$ cat src/hw/signal_modulator_pkg.sv
/*
 * Constants for the data signal modulator: register byte offsets,
 * field positions, reset values and source-select encodings.
 * Assumes a 32-bit AXI4-Lite register bus with word-aligned registers.
 */
package signal_modulator_pkg;
   // register byte offsets
   localparam logic [3:0] OFS_CONTROL = 4'h0;
   localparam logic [3:0] OFS_SOURCE = 4'h4;
   localparam logic [3:0] OFS_HIGH_CARRIER = 4'h8;
   localparam logic [3:0] OFS_LOW_CARRIER = 4'hC;

   // control register field positions
   localparam int BIT_ENABLE = 7;
   localparam int BIT_PIN_OE = 6;
   localparam int BIT_SLEW = 5;
   localparam int BIT_OUT_INV = 4;
   localparam int BIT_STATUS = 3;
   localparam int BIT_SW_MOD = 0;
   // source and carrier register field positions
   localparam int BIT_RELEASE = 7;
   localparam int BIT_CAR_INV = 6;
   localparam int BIT_CAR_SYNC = 5;

   // values after reset
   localparam logic [7:0] CONTROL_RESET = 8'h20;
   localparam logic [7:0] SOURCE_RESET = 8'h00;
   localparam logic [7:0] CARRIER_RESET = 8'h00;

   // writable bit masks
   localparam logic [7:0] CONTROL_WMASK = 8'hF1;
   localparam logic [7:0] SOURCE_WMASK = 8'h8F;
   localparam logic [7:0] CARRIER_WMASK = 8'hEF;

   // modulator source codes
   localparam logic [3:0] MOD_SW_BIT = 4'h0;
   localparam logic [3:0] MOD_PIN = 4'h1;
   localparam logic [3:0] MOD_PWM = 4'h2;
   localparam logic [3:0] MOD_COMPARATOR = 4'h6;
   localparam logic [3:0] MOD_SERIAL_DATA = 4'h8;
   localparam logic [3:0] MOD_UART_TX = 4'hA;

   // carrier source codes
   localparam logic [3:0] CAR_GROUND = 4'h0;
   localparam logic [3:0] CAR_PIN_ONE = 4'h1;
   localparam logic [3:0] CAR_PIN_TWO = 4'h2;
   localparam logic [3:0] CAR_REF_CLOCK = 4'h3;
   localparam logic [3:0] CAR_PWM = 4'h4;

   localparam logic [1:0] RESP_OKAY = 2'h0;
   localparam logic [1:0] RESP_SLVERR = 2'h2;
endpackage : signal_modulator_pkg

$ cat src/hw/signal_modulator.sv
/*
 * Data signal modulator: selects a modulator and two carriers, gates the
 * carrier picked by the modulator level onto an output pin, with optional
 * carrier synchronisation and polarity control. Registers over AXI4-Lite.
 * Assumes all source inputs arrive asynchronously and are synchronised
 * here; the system clock keeps running in sleep.
 */
// Chosen here: the register offsets and the AXI4-Lite slave port.
module signal_modulator (
   // clock and reset
   input wire logic aclk,
   input wire logic aresetn,
   // axi4-lite write address and data
   input wire logic [3:0] s_axi_awaddr,
   input wire logic s_axi_awvalid,
   output logic s_axi_awready,
   input wire logic [31:0] s_axi_wdata,
   input wire logic [3:0] s_axi_wstrb,
   input wire logic s_axi_wvalid,
   output logic s_axi_wready,
   // axi4-lite write response
   output logic [1:0] s_axi_bresp,
   output logic s_axi_bvalid,
   input wire logic s_axi_bready,
   // axi4-lite read
   input wire logic [3:0] s_axi_araddr,
   input wire logic s_axi_arvalid,
   output logic s_axi_arready,
   output logic [31:0] s_axi_rdata,
   output logic [1:0] s_axi_rresp,
   output logic s_axi_rvalid,
   input wire logic s_axi_rready,
   // modulator sources
   input wire logic modulation_input_pin,
   input wire logic pwm_output,
   input wire logic comparator_one,
   input wire logic serial_data_output,
   input wire logic uart_transmit,
   // carrier sources
   input wire logic first_carrier_input_pin,
   input wire logic second_carrier_input_pin,
   input wire logic reference_clock_output,
   // output pin
   output logic modulated_output,
   output logic slew_limit_enable,
   // peripheral pin release
   output logic modulation_source_pin_release,
   output logic high_carrier_pin_release,
   output logic low_carrier_pin_release
);
   import signal_modulator_pkg::*;

   logic [7:0] modulation_control;
   logic [7:0] modulation_source_select_register;
   logic [7:0] high_carrier_control;
   logic [7:0] low_carrier_control;
   logic [7:0] src_meta;
   logic [7:0] src_sync;
   logic [3:0] waddr;
   logic [31:0] wdata;
   logic [3:0] wstrb;
   logic have_addr;
   logic have_data;
   logic module_enable;
   logic mod_level;
   logic high_car;
   logic low_car;
   logic use_high;
   logic next_use_high;
   logic mixed;
   logic status_meta;
   logic status_sync;

   // every source input is asynchronous: two flops before any logic
   always_ff @(posedge aclk) begin
      if (!aresetn) begin
         src_meta <= 8'h00;
         src_sync <= 8'h00;
      end else begin
         src_meta <= {reference_clock_output, second_carrier_input_pin,
                      first_carrier_input_pin, uart_transmit,
                      serial_data_output, comparator_one, pwm_output,
                      modulation_input_pin};
         src_sync <= src_meta;
      end
   end

   assign module_enable = modulation_control[BIT_ENABLE];

   // modulator mux; disabled module falls back to the software bit
   always_comb begin
      mod_level = 1'b0;
      if (!module_enable) begin
         mod_level = modulation_control[BIT_SW_MOD];
      end else begin
         unique case (modulation_source_select_register[3:0])
            MOD_SW_BIT: mod_level = modulation_control[BIT_SW_MOD];
            MOD_PIN: mod_level = src_sync[0];
            MOD_PWM: mod_level = src_sync[1];
            MOD_COMPARATOR: mod_level = src_sync[2];
            MOD_SERIAL_DATA: mod_level = src_sync[3];
            MOD_UART_TX: mod_level = src_sync[4];
            default: mod_level = 1'b0;
         endcase
      end
   end

   // carrier muxes; only the high carrier may use the second pin
   function automatic logic pick_carrier(input logic [3:0] sel,
                                         input logic allow_pin_two,
                                         input logic [7:0] src);
      logic val;
      val = 1'b0;
      unique case (sel)
         CAR_GROUND: val = 1'b0;
         CAR_PIN_ONE: val = src[5];
         CAR_PIN_TWO: val = allow_pin_two & src[6];
         CAR_REF_CLOCK: val = src[7];
         CAR_PWM: val = src[1];
         default: val = 1'b0;
      endcase
      return val;
   endfunction : pick_carrier

   // carriers with polarity; grounded (no inversion) while disabled
   always_comb begin
      high_car = 1'b0;
      low_car = 1'b0;
      if (module_enable) begin
         high_car = pick_carrier(high_carrier_control[3:0], 1'b1, src_sync)
            ^ high_carrier_control[BIT_CAR_INV];
         low_car = pick_carrier(low_carrier_control[3:0], 1'b0, src_sync)
            ^ low_carrier_control[BIT_CAR_INV];
      end
   end

   // carrier choice: a synced carrier is held until its pulse falls low
   always_comb begin
      next_use_high = mod_level;
      if (use_high && !mod_level && high_carrier_control[BIT_CAR_SYNC]
          && high_car) begin
         next_use_high = 1'b1;
      end else if (!use_high && mod_level
                   && low_carrier_control[BIT_CAR_SYNC] && low_car) begin
         next_use_high = 1'b0;
      end
   end

   always_ff @(posedge aclk) begin
      if (!aresetn) begin
         use_high <= 1'b0;
      end else begin
         use_high <= next_use_high;
      end
   end

   // mixing keeps running whatever the pin enable or sleep state
   assign mixed = module_enable &
                  (next_use_high ? high_car : low_car);

   // pin driver is a flop; low when the pin output is disconnected
   always_ff @(posedge aclk) begin
      if (!aresetn) begin
         modulated_output <= 1'b0;
      end else if (!modulation_control[BIT_PIN_OE]) begin
         modulated_output <= 1'b0;
      end else begin
         modulated_output <= mixed ^ modulation_control[BIT_OUT_INV];
      end
   end

   // pad controls come straight from flops
   always_ff @(posedge aclk) begin
      if (!aresetn) begin
         slew_limit_enable <= 1'b1;
         modulation_source_pin_release <= 1'b0;
         high_carrier_pin_release <= 1'b0;
         low_carrier_pin_release <= 1'b0;
      end else begin
         slew_limit_enable <= modulation_control[BIT_SLEW];
         modulation_source_pin_release <=
            modulation_source_select_register[BIT_RELEASE];
         high_carrier_pin_release <= high_carrier_control[BIT_RELEASE];
         low_carrier_pin_release <= low_carrier_control[BIT_RELEASE];
      end
   end

   // status crossing; mixed may toggle faster than software can sample
   always_ff @(posedge aclk) begin
      if (!aresetn) begin
         status_meta <= 1'b0;
         status_sync <= 1'b0;
      end else begin
         status_meta <= mixed ^ modulation_control[BIT_OUT_INV];
         status_sync <= status_meta;
      end
   end

   // write address and data captured in either order
   always_ff @(posedge aclk) begin
      if (!aresetn) begin
         have_addr <= 1'b0;
         have_data <= 1'b0;
         waddr <= 4'h0;
         wdata <= 32'h0000_0000;
         wstrb <= 4'h0;
      end else if (have_addr && have_data) begin
         have_addr <= 1'b0;
         have_data <= 1'b0;
      end else begin
         if (s_axi_awvalid && s_axi_awready) begin
            have_addr <= 1'b1;
            waddr <= s_axi_awaddr;
         end
         if (s_axi_wvalid && s_axi_wready) begin
            have_data <= 1'b1;
            wdata <= s_axi_wdata;
            wstrb <= s_axi_wstrb;
         end
      end
   end

   // ready only while the matching slot is free and no response pending
   always_ff @(posedge aclk) begin
      if (!aresetn) begin
         s_axi_awready <= 1'b0;
         s_axi_wready <= 1'b0;
      end else begin
         s_axi_awready <= !have_addr && !s_axi_bvalid && !s_axi_awready
                          && !(have_data && have_addr);
         s_axi_wready <= !have_data && !s_axi_bvalid && !s_axi_wready
                         && !(have_data && have_addr);
      end
   end

   // register writes; only byte lane 0 carries data
   always_ff @(posedge aclk) begin
      if (!aresetn) begin
         modulation_control <= CONTROL_RESET;
         modulation_source_select_register <= SOURCE_RESET;
         high_carrier_control <= CARRIER_RESET;
         low_carrier_control <= CARRIER_RESET;
      end else if (have_addr && have_data && wstrb[0]) begin
         unique case (waddr[3:2])
            OFS_CONTROL[3:2]:
               modulation_control <= wdata[7:0] & CONTROL_WMASK;
            OFS_SOURCE[3:2]:
               modulation_source_select_register <=
                  wdata[7:0] & SOURCE_WMASK;
            OFS_HIGH_CARRIER[3:2]:
               high_carrier_control <= wdata[7:0] & CARRIER_WMASK;
            OFS_LOW_CARRIER[3:2]:
               low_carrier_control <= wdata[7:0] & CARRIER_WMASK;
         endcase
      end
   end

   // write response one cycle after both halves are held
   always_ff @(posedge aclk) begin
      if (!aresetn) begin
         s_axi_bvalid <= 1'b0;
         s_axi_bresp <= RESP_OKAY;
      end else if (have_addr && have_data) begin
         s_axi_bvalid <= 1'b1;
         s_axi_bresp <= RESP_OKAY;
      end else if (s_axi_bvalid && s_axi_bready) begin
         s_axi_bvalid <= 1'b0;
      end
   end

   // read channel: one outstanding read, status bit comes from the sync
   always_ff @(posedge aclk) begin
      if (!aresetn) begin
         s_axi_arready <= 1'b0;
         s_axi_rvalid <= 1'b0;
         s_axi_rdata <= 32'h0000_0000;
         s_axi_rresp <= RESP_OKAY;
      end else if (s_axi_arvalid && s_axi_arready) begin
         s_axi_arready <= 1'b0;
         s_axi_rvalid <= 1'b1;
         s_axi_rresp <= RESP_OKAY;
         unique case (s_axi_araddr[3:2])
            OFS_CONTROL[3:2]:
               s_axi_rdata <= {24'h000000, modulation_control[7:4],
                               status_sync, 2'b00,
                               modulation_control[0]};
            OFS_SOURCE[3:2]:
               s_axi_rdata <= {24'h000000,
                               modulation_source_select_register};
            OFS_HIGH_CARRIER[3:2]:
               s_axi_rdata <= {24'h000000, high_carrier_control};
            OFS_LOW_CARRIER[3:2]:
               s_axi_rdata <= {24'h000000, low_carrier_control};
         endcase
      end else if (s_axi_rvalid) begin
         if (s_axi_rready) begin
            s_axi_rvalid <= 1'b0;
         end
      end else begin
         s_axi_arready <= !s_axi_arready;
      end
   end
endmodule : signal_modulator

$ cat config.mk
export PLATFORM = sky130hd
export DESIGN_NAME = signal_modulator
export DESIGN_NICKNAME = d
export VERILOG_FILES = /design/src/hw/signal_modulator_pkg.sv /design/src/hw/signal_modulator.sv
export SDC_FILE = /design/constraint.sdc
export NUM_CORES = 1
export LEC_CHECK = 0
export ABC_AREA = 0
export BUFFER_PORTS_ARGS = -buffer_cell sky130_fd_sc_hd__buf_2
export CAP_MARGIN = 10
export CORE_ASPECT_RATIO = 0.8
export CORE_MARGIN = 8
export CORE_UTILIZATION = 45
export CTS_CLUSTER_DIAMETER = 40
export DETAILED_ROUTE_END_ITERATION = 8
export HOLD_SLACK_MARGIN = 0.1
export PLACE_DENSITY = 0.86
export REMOVE_ABC_BUFFERS = 1
export SYNTH_ARGS = -nofsm -noshare
export SYNTH_HDL_FRONTEND = slang
export SYNTH_SLANG_ARGS = --single-unit
$ cat constraint.sdc
create_clock -name aclk -period 2 [get_ports aclk]
set_input_delay 0.5 -clock aclk [delete_from_list [all_inputs] [get_ports aclk]]
set_output_delay 0.5 -clock aclk [all_outputs]
set_load 0.02 [all_outputs]
# [Word level (Yosys, flattened, before mapping)]
# Cells that the tools add are included.
[op_classes] mux=17 reduce_logical=40 eq_ne=18 n_bitwise=6
[op_table] op="case mux 32 bit (4 select lines)" n=1
[op_table] op="logical AND 1 bit" n=18
[op_table] op="equality test 4 x 2 -> 1 bit, second input constant" n=4
[op_table] op="AND reduction 2 bit" n=7
[op_table] op="2-to-1 mux 1 bit" n=13
[op_table] op="equality test 4 x 1 -> 1 bit, second input constant" n=3
[op_table] op="equality test 4 x 3 -> 1 bit, second input constant" n=3
[op_table] op="zero test 1 bit" n=9
[op_table] op="equality test 2 bit, second input constant" n=4
[op_table] op="equality test 4 bit, second input constant" n=2
[op_table] op="case mux 1 bit (6 select lines)" n=1
[op_table] op="equality test 2 x 1 -> 1 bit, second input constant" n=2
[op_table] op="zero test 2 bit" n=2
[op_table] op="zero test 4 bit" n=1
[op_table] op="case mux 1 bit (4 select lines)" n=1
[op_table] op="OR reduction 2 bit" n=2
[op_table] op="case mux 1 bit (3 select lines)" n=1
[op_table] op="bitwise XOR 1 bit" n=3
[op_table] op="inverter 1 bit" n=2
[op_table] op="nonzero test 2 bit" n=1
[op_table] op="AND 1 bit" n=1
[word_totals] out_inout_bits=46 word_cells=106 regBits=100 inputBits=59

# [Longest topological paths before layout]
# Gate-level depths: netlist of run 1.
[logic_depth] ltp_word=11 depth_mapped=6 ltp_nobuf=6

# [Worst setup path after synthesis of run 1]
# OpenSTA, ideal clock, no wires.
[synth_path] path_kind="register -> register" start="reg low_carrier_control[2]" end="reg use_high" setup_time_ps=124 t_required_ps=1876 setup_slack_ps=45 stages_incl_launch_ff=6 t_arrival_ps=1832 n_path_buf=0 period_less_slack_ps=1955 path_cell_list="dfxtp_1 -> inv_1 -> or4b_4 -> a221oi_2 -> mux2_4 -> o311a_2"
[synth_via] elab_chain_len=8 word_cells_on_any_way=10 cone_classes="eq/ne: 3; mux: 5; bitwise: 1; reduce/logical: 1"
[synth_rtl] item="from (decl)" line="signal_modulator.sv:56" source="logic [7:0] low_carrier_control;"
[synth_rtl] item="from (signal assigned)" line="signal_modulator.sv:253" source="low_carrier_control <= wdata[7:0] & CARRIER_WMASK;"
[synth_rtl] item="equality test 4 x 3 -> 1 bit, or another cell as far along" line="signal_modulator.sv:114" source="unique case (sel)"
[synth_rtl] item="case mux 1 bit (3 select lines) *" line="signal_modulator.sv:114"
[synth_rtl] item="2-to-1 mux 1 bit *" line="signal_modulator.sv:129" source="if (module_enable) begin"
[synth_rtl] item="bitwise XOR 1 bit *" line="signal_modulator.sv:133" source="^ low_carrier_control[BIT_CAR_INV];"
[synth_rtl] item="2-to-1 mux 1 bit *" line="signal_modulator.sv:129"
[synth_rtl] item="logical AND 1 bit *" line="signal_modulator.sv:144" source="&& low_carrier_control[BIT_CAR_SYNC] && low_car) begin"
[synth_rtl] item="2-to-1 mux 1 bit *" line="signal_modulator.sv:143" source="end else if (!use_high && mod_level"
[synth_rtl] item="2-to-1 mux 1 bit *" line="signal_modulator.sv:140" source="if (use_high && !mod_level && high_carrier_control[BIT_CAR_SYNC]"
[synth_rtl] item="to (signal assigned)" line="signal_modulator.sv:153" source="use_high <= next_use_high;"
[synth_rtl] item="to (decl)" line="signal_modulator.sv:68" source="logic use_high;"
# Mark *: on every way between the ends. The rest lies on a longest branch, timed or not. The select of a mux whose other input is x is not followed.
# A chain may end at the register's enable or synchronous reset.

# [Worst setup path after layout of run 1]
[layout_path] start="reg low_carrier_control[2]" end="reg modulated_output"
[layout_via] elab_chain_len=11 word_cells_on_any_way=13 cone_classes="eq/ne: 3; mux: 6; bitwise: 3; reduce/logical: 1"
[layout_rtl] item="equality test 4 x 3 -> 1 bit, or another cell as far along" line="signal_modulator.sv:114"
[layout_rtl] item="case mux 1 bit (3 select lines) *" line="signal_modulator.sv:114"
[layout_rtl] item="2-to-1 mux 1 bit *" line="signal_modulator.sv:129"
[layout_rtl] item="bitwise XOR 1 bit *" line="signal_modulator.sv:133"
[layout_rtl] item="2-to-1 mux 1 bit *" line="signal_modulator.sv:129"
[layout_rtl] item="logical AND 1 bit" line="signal_modulator.sv:144"
[layout_rtl] item="2-to-1 mux 1 bit" line="signal_modulator.sv:143"
[layout_rtl] item="2-to-1 mux 1 bit" line="signal_modulator.sv:140"
[layout_rtl] item="2-to-1 mux 1 bit *" line="signal_modulator.sv:159" source="(next_use_high ? high_car : low_car);"
[layout_rtl] item="AND 1 bit *" line="signal_modulator.sv:158" source="assign mixed = module_enable &"
[layout_rtl] item="bitwise XOR 1 bit *" line="signal_modulator.sv:168" source="modulated_output <= mixed ^ modulation_control[BIT_OUT_INV];"
[layout_rtl] item="to (signal assigned)" line="signal_modulator.sv:168"
[layout_rtl] item="to (decl)" line="signal_modulator.sv:44" source="output logic modulated_output,"
# Marked as above.

==> metrics, run 1 <==
Min Hold Slack=355.9 ps; Avg WL per Cell=14.21 um; clock latency on the worst-skew pair=340 ps; Setup TNS Final=0 ps; Post-Route WL=6624 um; Synth cell types=43; io pins=105; Slew Viols, Final=0; P per Cell Area=873.0 nW/um^2; static leakage=1.549 nW; Die ar.=10140 um^2; initial antenna violation count=0; nets@finish=433; Fin. Hold Viols=0; Worst Tran Pin Value=521.3 ps; antenna-violating nets left=0; status=complete, no violations; synthesis warning total=0; DP HPWL=4859 um; clock period minus worst slack=1986 ps; Startpoint Class=register; CTS Buf Count=9; port bufs=45; First-pass DRT Iterations=4; crit end category=register; die width=110.6 um; layout cells sized above 1=24.80%; R2R depth=6; Placed Area=3468 um^2; hold path cells=2; GRT Util Overall=13.11%; global-route wire length before repair=10940 um; register area share after synthesis=46.00%; GPL Wtd Cong=0.8743; Req. time, crit path=2280 ps; DR vias=2315; DRC viols=0; TritonCTS clock tree=yes; starting density of the core=46.50%; Synth Flop Type=dfxtp_1; clk buf depth=2; GR Overflow Total=0; Max rail drop VDD=0.0005252 V; CTS Hold Bufs=0; final instance area=3755 um^2; worst hold path type=in -> reg; initial DRC count=94; synthesized area per cell=10.00 um^2; FF+latch count, synth=74; depth of the CTS H-tree=3; core footprint=6925 um^2; crit path kind=reg -> reg; fmax=503.6 MHz; fillers=655; pin count of the biggest net entering global routing=33; RSZ-0062 raised after global routing=yes; largest fanout on the critical path=2; CTS clk-pin slew, worst paths=70 ps; vias per inst=4.968; Slew HR=65.10%; Final setup violation count=0; Core Util, Final=54.22%; Clock Root Buffer=clkbuf_8; vias in the first global route=2269; ANT cells=0; Area Overhead vs Synth=16.59%; clock skew=5.609 ps; Worst EP arrival=2260 ps; DIE HEIGHT=91.67 um; synthesized cell area=3221 um^2; crit share post-route=99.28%; Max Cap Viol=0; Synth Instances=322; Post-synth EDFFs=0; Cell Rows=27; sinks on the clock net=74; asr flop ratio synth=0%
[worst paths after layout]
path                                              from                to  slack [ps]
worst min register to register             src_meta[6]       src_sync[6]         430
worst min-delay path                     uart_transmit       src_meta[4]         360
worst max-delay path            low_carrier_control[2]  modulated_output          10
worst max register to register  low_carrier_control[2]  modulated_output          10
[layout make-up]
cell class / count / area, um^2 / area share, %
Inverter: 3 / 11.26 / 0.2999
Clock buffer: 9 / 123.9 / 3.299
Sequential cell: 74 / 1484 / 39.52
Multi-Input combinational cell: 229 / 1570 / 41.82
Clock inverter: 7 / 141.4 / 3.765
Tap cell: 87 / 108.9 / 2.899
Timing Repair Buffer: 57 / 315.3 / 8.397
[cells in the mapped netlist (2+ instances only)]
cell      number  area, um^2
inv_1          3       11.26
nand2_1       25       93.84
buf_4         29       217.7
a221oi_1       4       35.03
mux2_2         2       22.52
nor2b_1       31       193.9
nand3_1       13       65.06
nor2_1         8       30.03
nand2b_1       5       31.28
and2_1        23       143.9
mux2i_1       34       340.3
a21oi_1        2       10.01
or2b_2         3       26.28
o21ai_0        3       15.01
o211a_1        2       20.02
mux4_2         3       67.56
a21boi_0      14       105.1
clkbuf_1      14       52.55
o211ai_1       3       22.52
nor3_1         3       15.01
dfxtp_1       74        1481
nor3b_1        3       22.52
[per-stage QoR]
stage / cells / power (mW) / setup WS (ps)
4_1_cts: 465 / 3.310 / 0.8424
5_1_grt: 466 / 3.410 / -88.09
2_1_floorplan: 306 / 1.720 / 44.71
6_report: 466 / 3.278 / 14.45
3_5_place_dp: 449 / 1.813 / -22.29
3_3_place_gp: 449 / 1.805 / -16.38
[critical path, cell delays in order, from the launching register on]
cell,delay (ps)
dfxtp_2,340
inv_2,40
or4b_4,490
a221oi_4,290
mux2_4,330
a22oi_2,230
mux2i_1,210
[what timing repair did]
action                     in CTS  in global routing
resized for setup               1                  3
setup endpoints to repair       3                  3
setup buffers                   0                  1
pin swaps                       2                  3
[metal layers]
| layer | GRT usage (%) | up-vias | share of wire (%) |
|---|---|---|---|
| met5 | 0 | - | 0 |
| met4 | 3.479 | 0 | 0.92 |
| met1 | 16.33 | 1071 | 46 |
| met2 | 19.57 | 89 | 43 |
| li1 | - | 1147 | - |
| met3 | 6.641 | 8 | 10 |
[sequential cells by signal, indices dropped and copies added, names as in the netlist, 2 cells and up]
register and cells:
modulation_source_select_register 5, wdata 8, src_meta 8, waddr 2, src_sync 8, s_axi_rdata 8
modulation_control 5, low_carrier_control 7, high_carrier_control 7
[power by group]
group | internal (mW) | leakage (nW) | total, mW | switching [mW]
combinational | 0.0889 | 0.817 | 0.228 | 0.139
clock | 0.954 | 0.129 | 1.50 | 0.545
sequential | 1.52 | 0.603 | 1.55 | 0.0362
[cells by family after synthesis]
family / share of synthesized area, %
AND/OR/NAND/NOR: 21.83
flip-flops: 46.00
buffers and inverters: 8.741
multiplexers: 14.18
AO/OA/AOI/OAI: 9.129
other: 0.1164
[layout by cell type (no fill, tap or decap), types with 2 or more instances in the layout]
master | synthesis | layout
dfxtp_1 | 74 | 72
a21oi_1 | 2 | 2
mux2_2 | 2 | 2
o21ai_0 | 3 | 3
clkbuf_8 | 0 | 9
nor2_1 | 8 | 8
mux4_2 | 3 | 3
nor3_1 | 3 | 3
mux2i_1 | 34 | 34
buf_4 | 29 | 12
nor3b_1 | 3 | 3
a21boi_0 | 14 | 14
bufinv_16 | 0 | 4
dfxtp_2 | 0 | 2
inv_1 | 3 | 2
nand2_1 | 25 | 25
nand2b_1 | 5 | 5
and2_1 | 23 | 23
conb_1 | 1 | 28
or2b_2 | 3 | 3
o211ai_1 | 3 | 3
buf_2 | 0 | 45
a221oi_1 | 4 | 4
nand3_1 | 13 | 13
nor2b_1 | 31 | 31
o211a_1 | 2 | 2
No activity file was read; power rests on OpenSTA's default activity.
==> run 2, diff against run 1 <==
- CORE_UTILIZATION: 45 -> 54
- PLACE_DENSITY: 0.86 -> 0.95
- clock period: 2 -> 2.5 ns (I/O delays scaled with it)
==> run 2 against run 1 <==
  * Sequential share of layout area grew 1.5 points
  * First-iteration DRC count grew 62%
  * Fmax shrank 8.9%
  * Global-route usage grew 3.1 points
  * Combinational power shrank 20%
  * Utilization grew 7.6 points
  * Register-to-register slack gained 310 ps
  * Wire length grew 1.1%
  * Critical path type unchanged
  * Largest cell class unchanged
  * Highest routed layer unchanged
==> metrics, run 2 (same netlist as run 1, synthesis figures left out) <==
GPL Wtd Cong=0.8711; crit end category=register; core footprint=5849 um^2; CTS clk-pin slew, worst paths=70 ps; CTS Hold Bufs=0; DR vias=2297; Core Util, Final=61.78%; depth of the CTS H-tree=3; Slew Viols, Final=0; clock skew=3.552 ps; Clock Root Buffer=clkbuf_8; initial antenna violation count=0; Final setup violation count=0; sw frac=23.29%; Startpoint Class=register; Worst Tran Pin Value=621.8 ps; commonest non-fill, non-tap cell in the layout=dfxtp_1; R2R depth=6; worst r2r dst=status_meta; die width=102.3 um; Max rail drop VDD=0.0005155 V; postcts setup bufs=0; crit share post-route=87.19%; Reg power frac=53.0%; initial DRC count=152; commonest cells after routing, fill and taps aside=dfxtp_1 (74), buf_2 (45), mux2i_1 (34); P per Cell Area=649.2 nW/um^2; ANT cells=0; CTS Buf Count=9; Placed Area=3416 um^2; starting density of the core=55.06%; post-CTS sizing=0; min-delay src=src_meta[7]; vias in the first global route=2190; First-pass DRT Iterations=4; DP HPWL=4844 um; fmax=458.8 MHz; Clk pwr share=39.2%; antenna-violating nets left=0; clock latency on the worst-skew pair=350 ps; Min Hold Slack=433.8 ps; Req. time, crit path=2770 ps; DIE HEIGHT=85.08 um; start of the worst register-to-register path=low_carrier_control[2]; crit path kind=reg -> reg; Pwr Total=2.346 mW; Avg WL per Cell=14.79 um; hold path cells=1; GR Overflow Total=0; Net Switching=0.5463 mW; final instance area=3613 um^2; clk buf depth=2; Post-Route WL=6699 um; Comb power frac=7.8%; DRC viols=0; RSZ-0062 raised after global routing=no; GRT Util Overall=16.19%; global-route wire length before repair=10880 um; sinks on the clock net=74; placed cells=437; Cell Int Power=1.799 mW; Setup TNS Final=0 ps; nets@finish=426; pin count of the biggest net entering global routing=47; status=complete, no violations; layout cells sized above 1=21.77%; Max Cap Viol=0; Die ar.=8707 um^2; io pins=105; static leakage=1.483 nW; FF-to-FF setup slack=320 ps; post-route setup slack=320.2 ps; TritonCTS clock tree=yes; Worst EP arrival=2450 ps; Placement Setup Slack=380.4 ps; fillers=526; Worst Hold Path EP=src_sync[7]; largest fanout on the critical path=3; Cell Rows=25; Area Overhead vs Synth=12.20%; port bufs=45; Slew HR=58.32%; vias per inst=5.071; Fin. Hold Viols=0; worst hold path type=reg -> reg; clock period minus worst slack=2180 ps; Layout Cells excl Fill=453
run 2: cell types whose count changed in the layout (fill, tap and decap cells not counted), sizes merged:
cell,before,now
buf,57,50
bufinv,4,1
clkbuf,9,14
clkinv,2,1
clkinvlp,1,0
run 2: area by class of cell:
| class | instances | area, um^2 | share of cell area (%) |
|---|---|---|---|
| well taps | 81 | 101.3 | 2.805 |
| clock buffers | 14 | 162.7 | 4.501 |
| inverters | 3 | 11.26 | 0.3116 |
| repair buffers | 50 | 262.8 | 7.271 |
| clock inverters | 2 | 35.03 | 0.9695 |
| multi-input cells | 229 | 1559 | 43.14 |
| flip-flops and latches | 74 | 1481 | 41.00 |
run 2: worst max-delay path by stage:
stage | start | end | cells past startpoint
2_1_floorplan | low_carrier_control[2] | use_high | 5
3_3_place_gp | low_carrier_control[2] | status_meta | 6
3_5_place_dp | low_carrier_control[2] | status_meta | 6
4_1_cts | low_carrier_control[2] | status_meta | 6
5_1_grt | low_carrier_control[2] | status_meta | 6
6_report | low_carrier_control[2] | status_meta | 6
run 2: critical path, stage by stage, from the launching register on:
cell	delay, ps
dfxtp_1	370
inv_1	70
or4b_4	530
a221oi_2	320
mux2_4	340
a22oi_2	220
mux2i_1	240
run 2: layer usage:
| layer | track usage [%] | vias up | routed length, um |
|---|---|---|---|
| li1 | - | 1130 | - |
| met1 | 20.61 | 1077 | 2923 |
| met2 | 23.98 | 82 | 3120 |
| met3 | 7.032 | 8 | 585 |
| met4 | 4.787 | 0 | 70 |
| met5 | 0 | - | 0 |
run 2: power by group through the flow:
stage,registers (mW),clock network [mW],logic (mW)
final,1.24,0.919,0.183
after CTS,1.24,0.947,0.184
after global routing,1.25,1.00,0.201
after detailed placement,1.27,0,0.183
after global placement,1.27,0,0.178
after floorplan,1.27,0,0.103
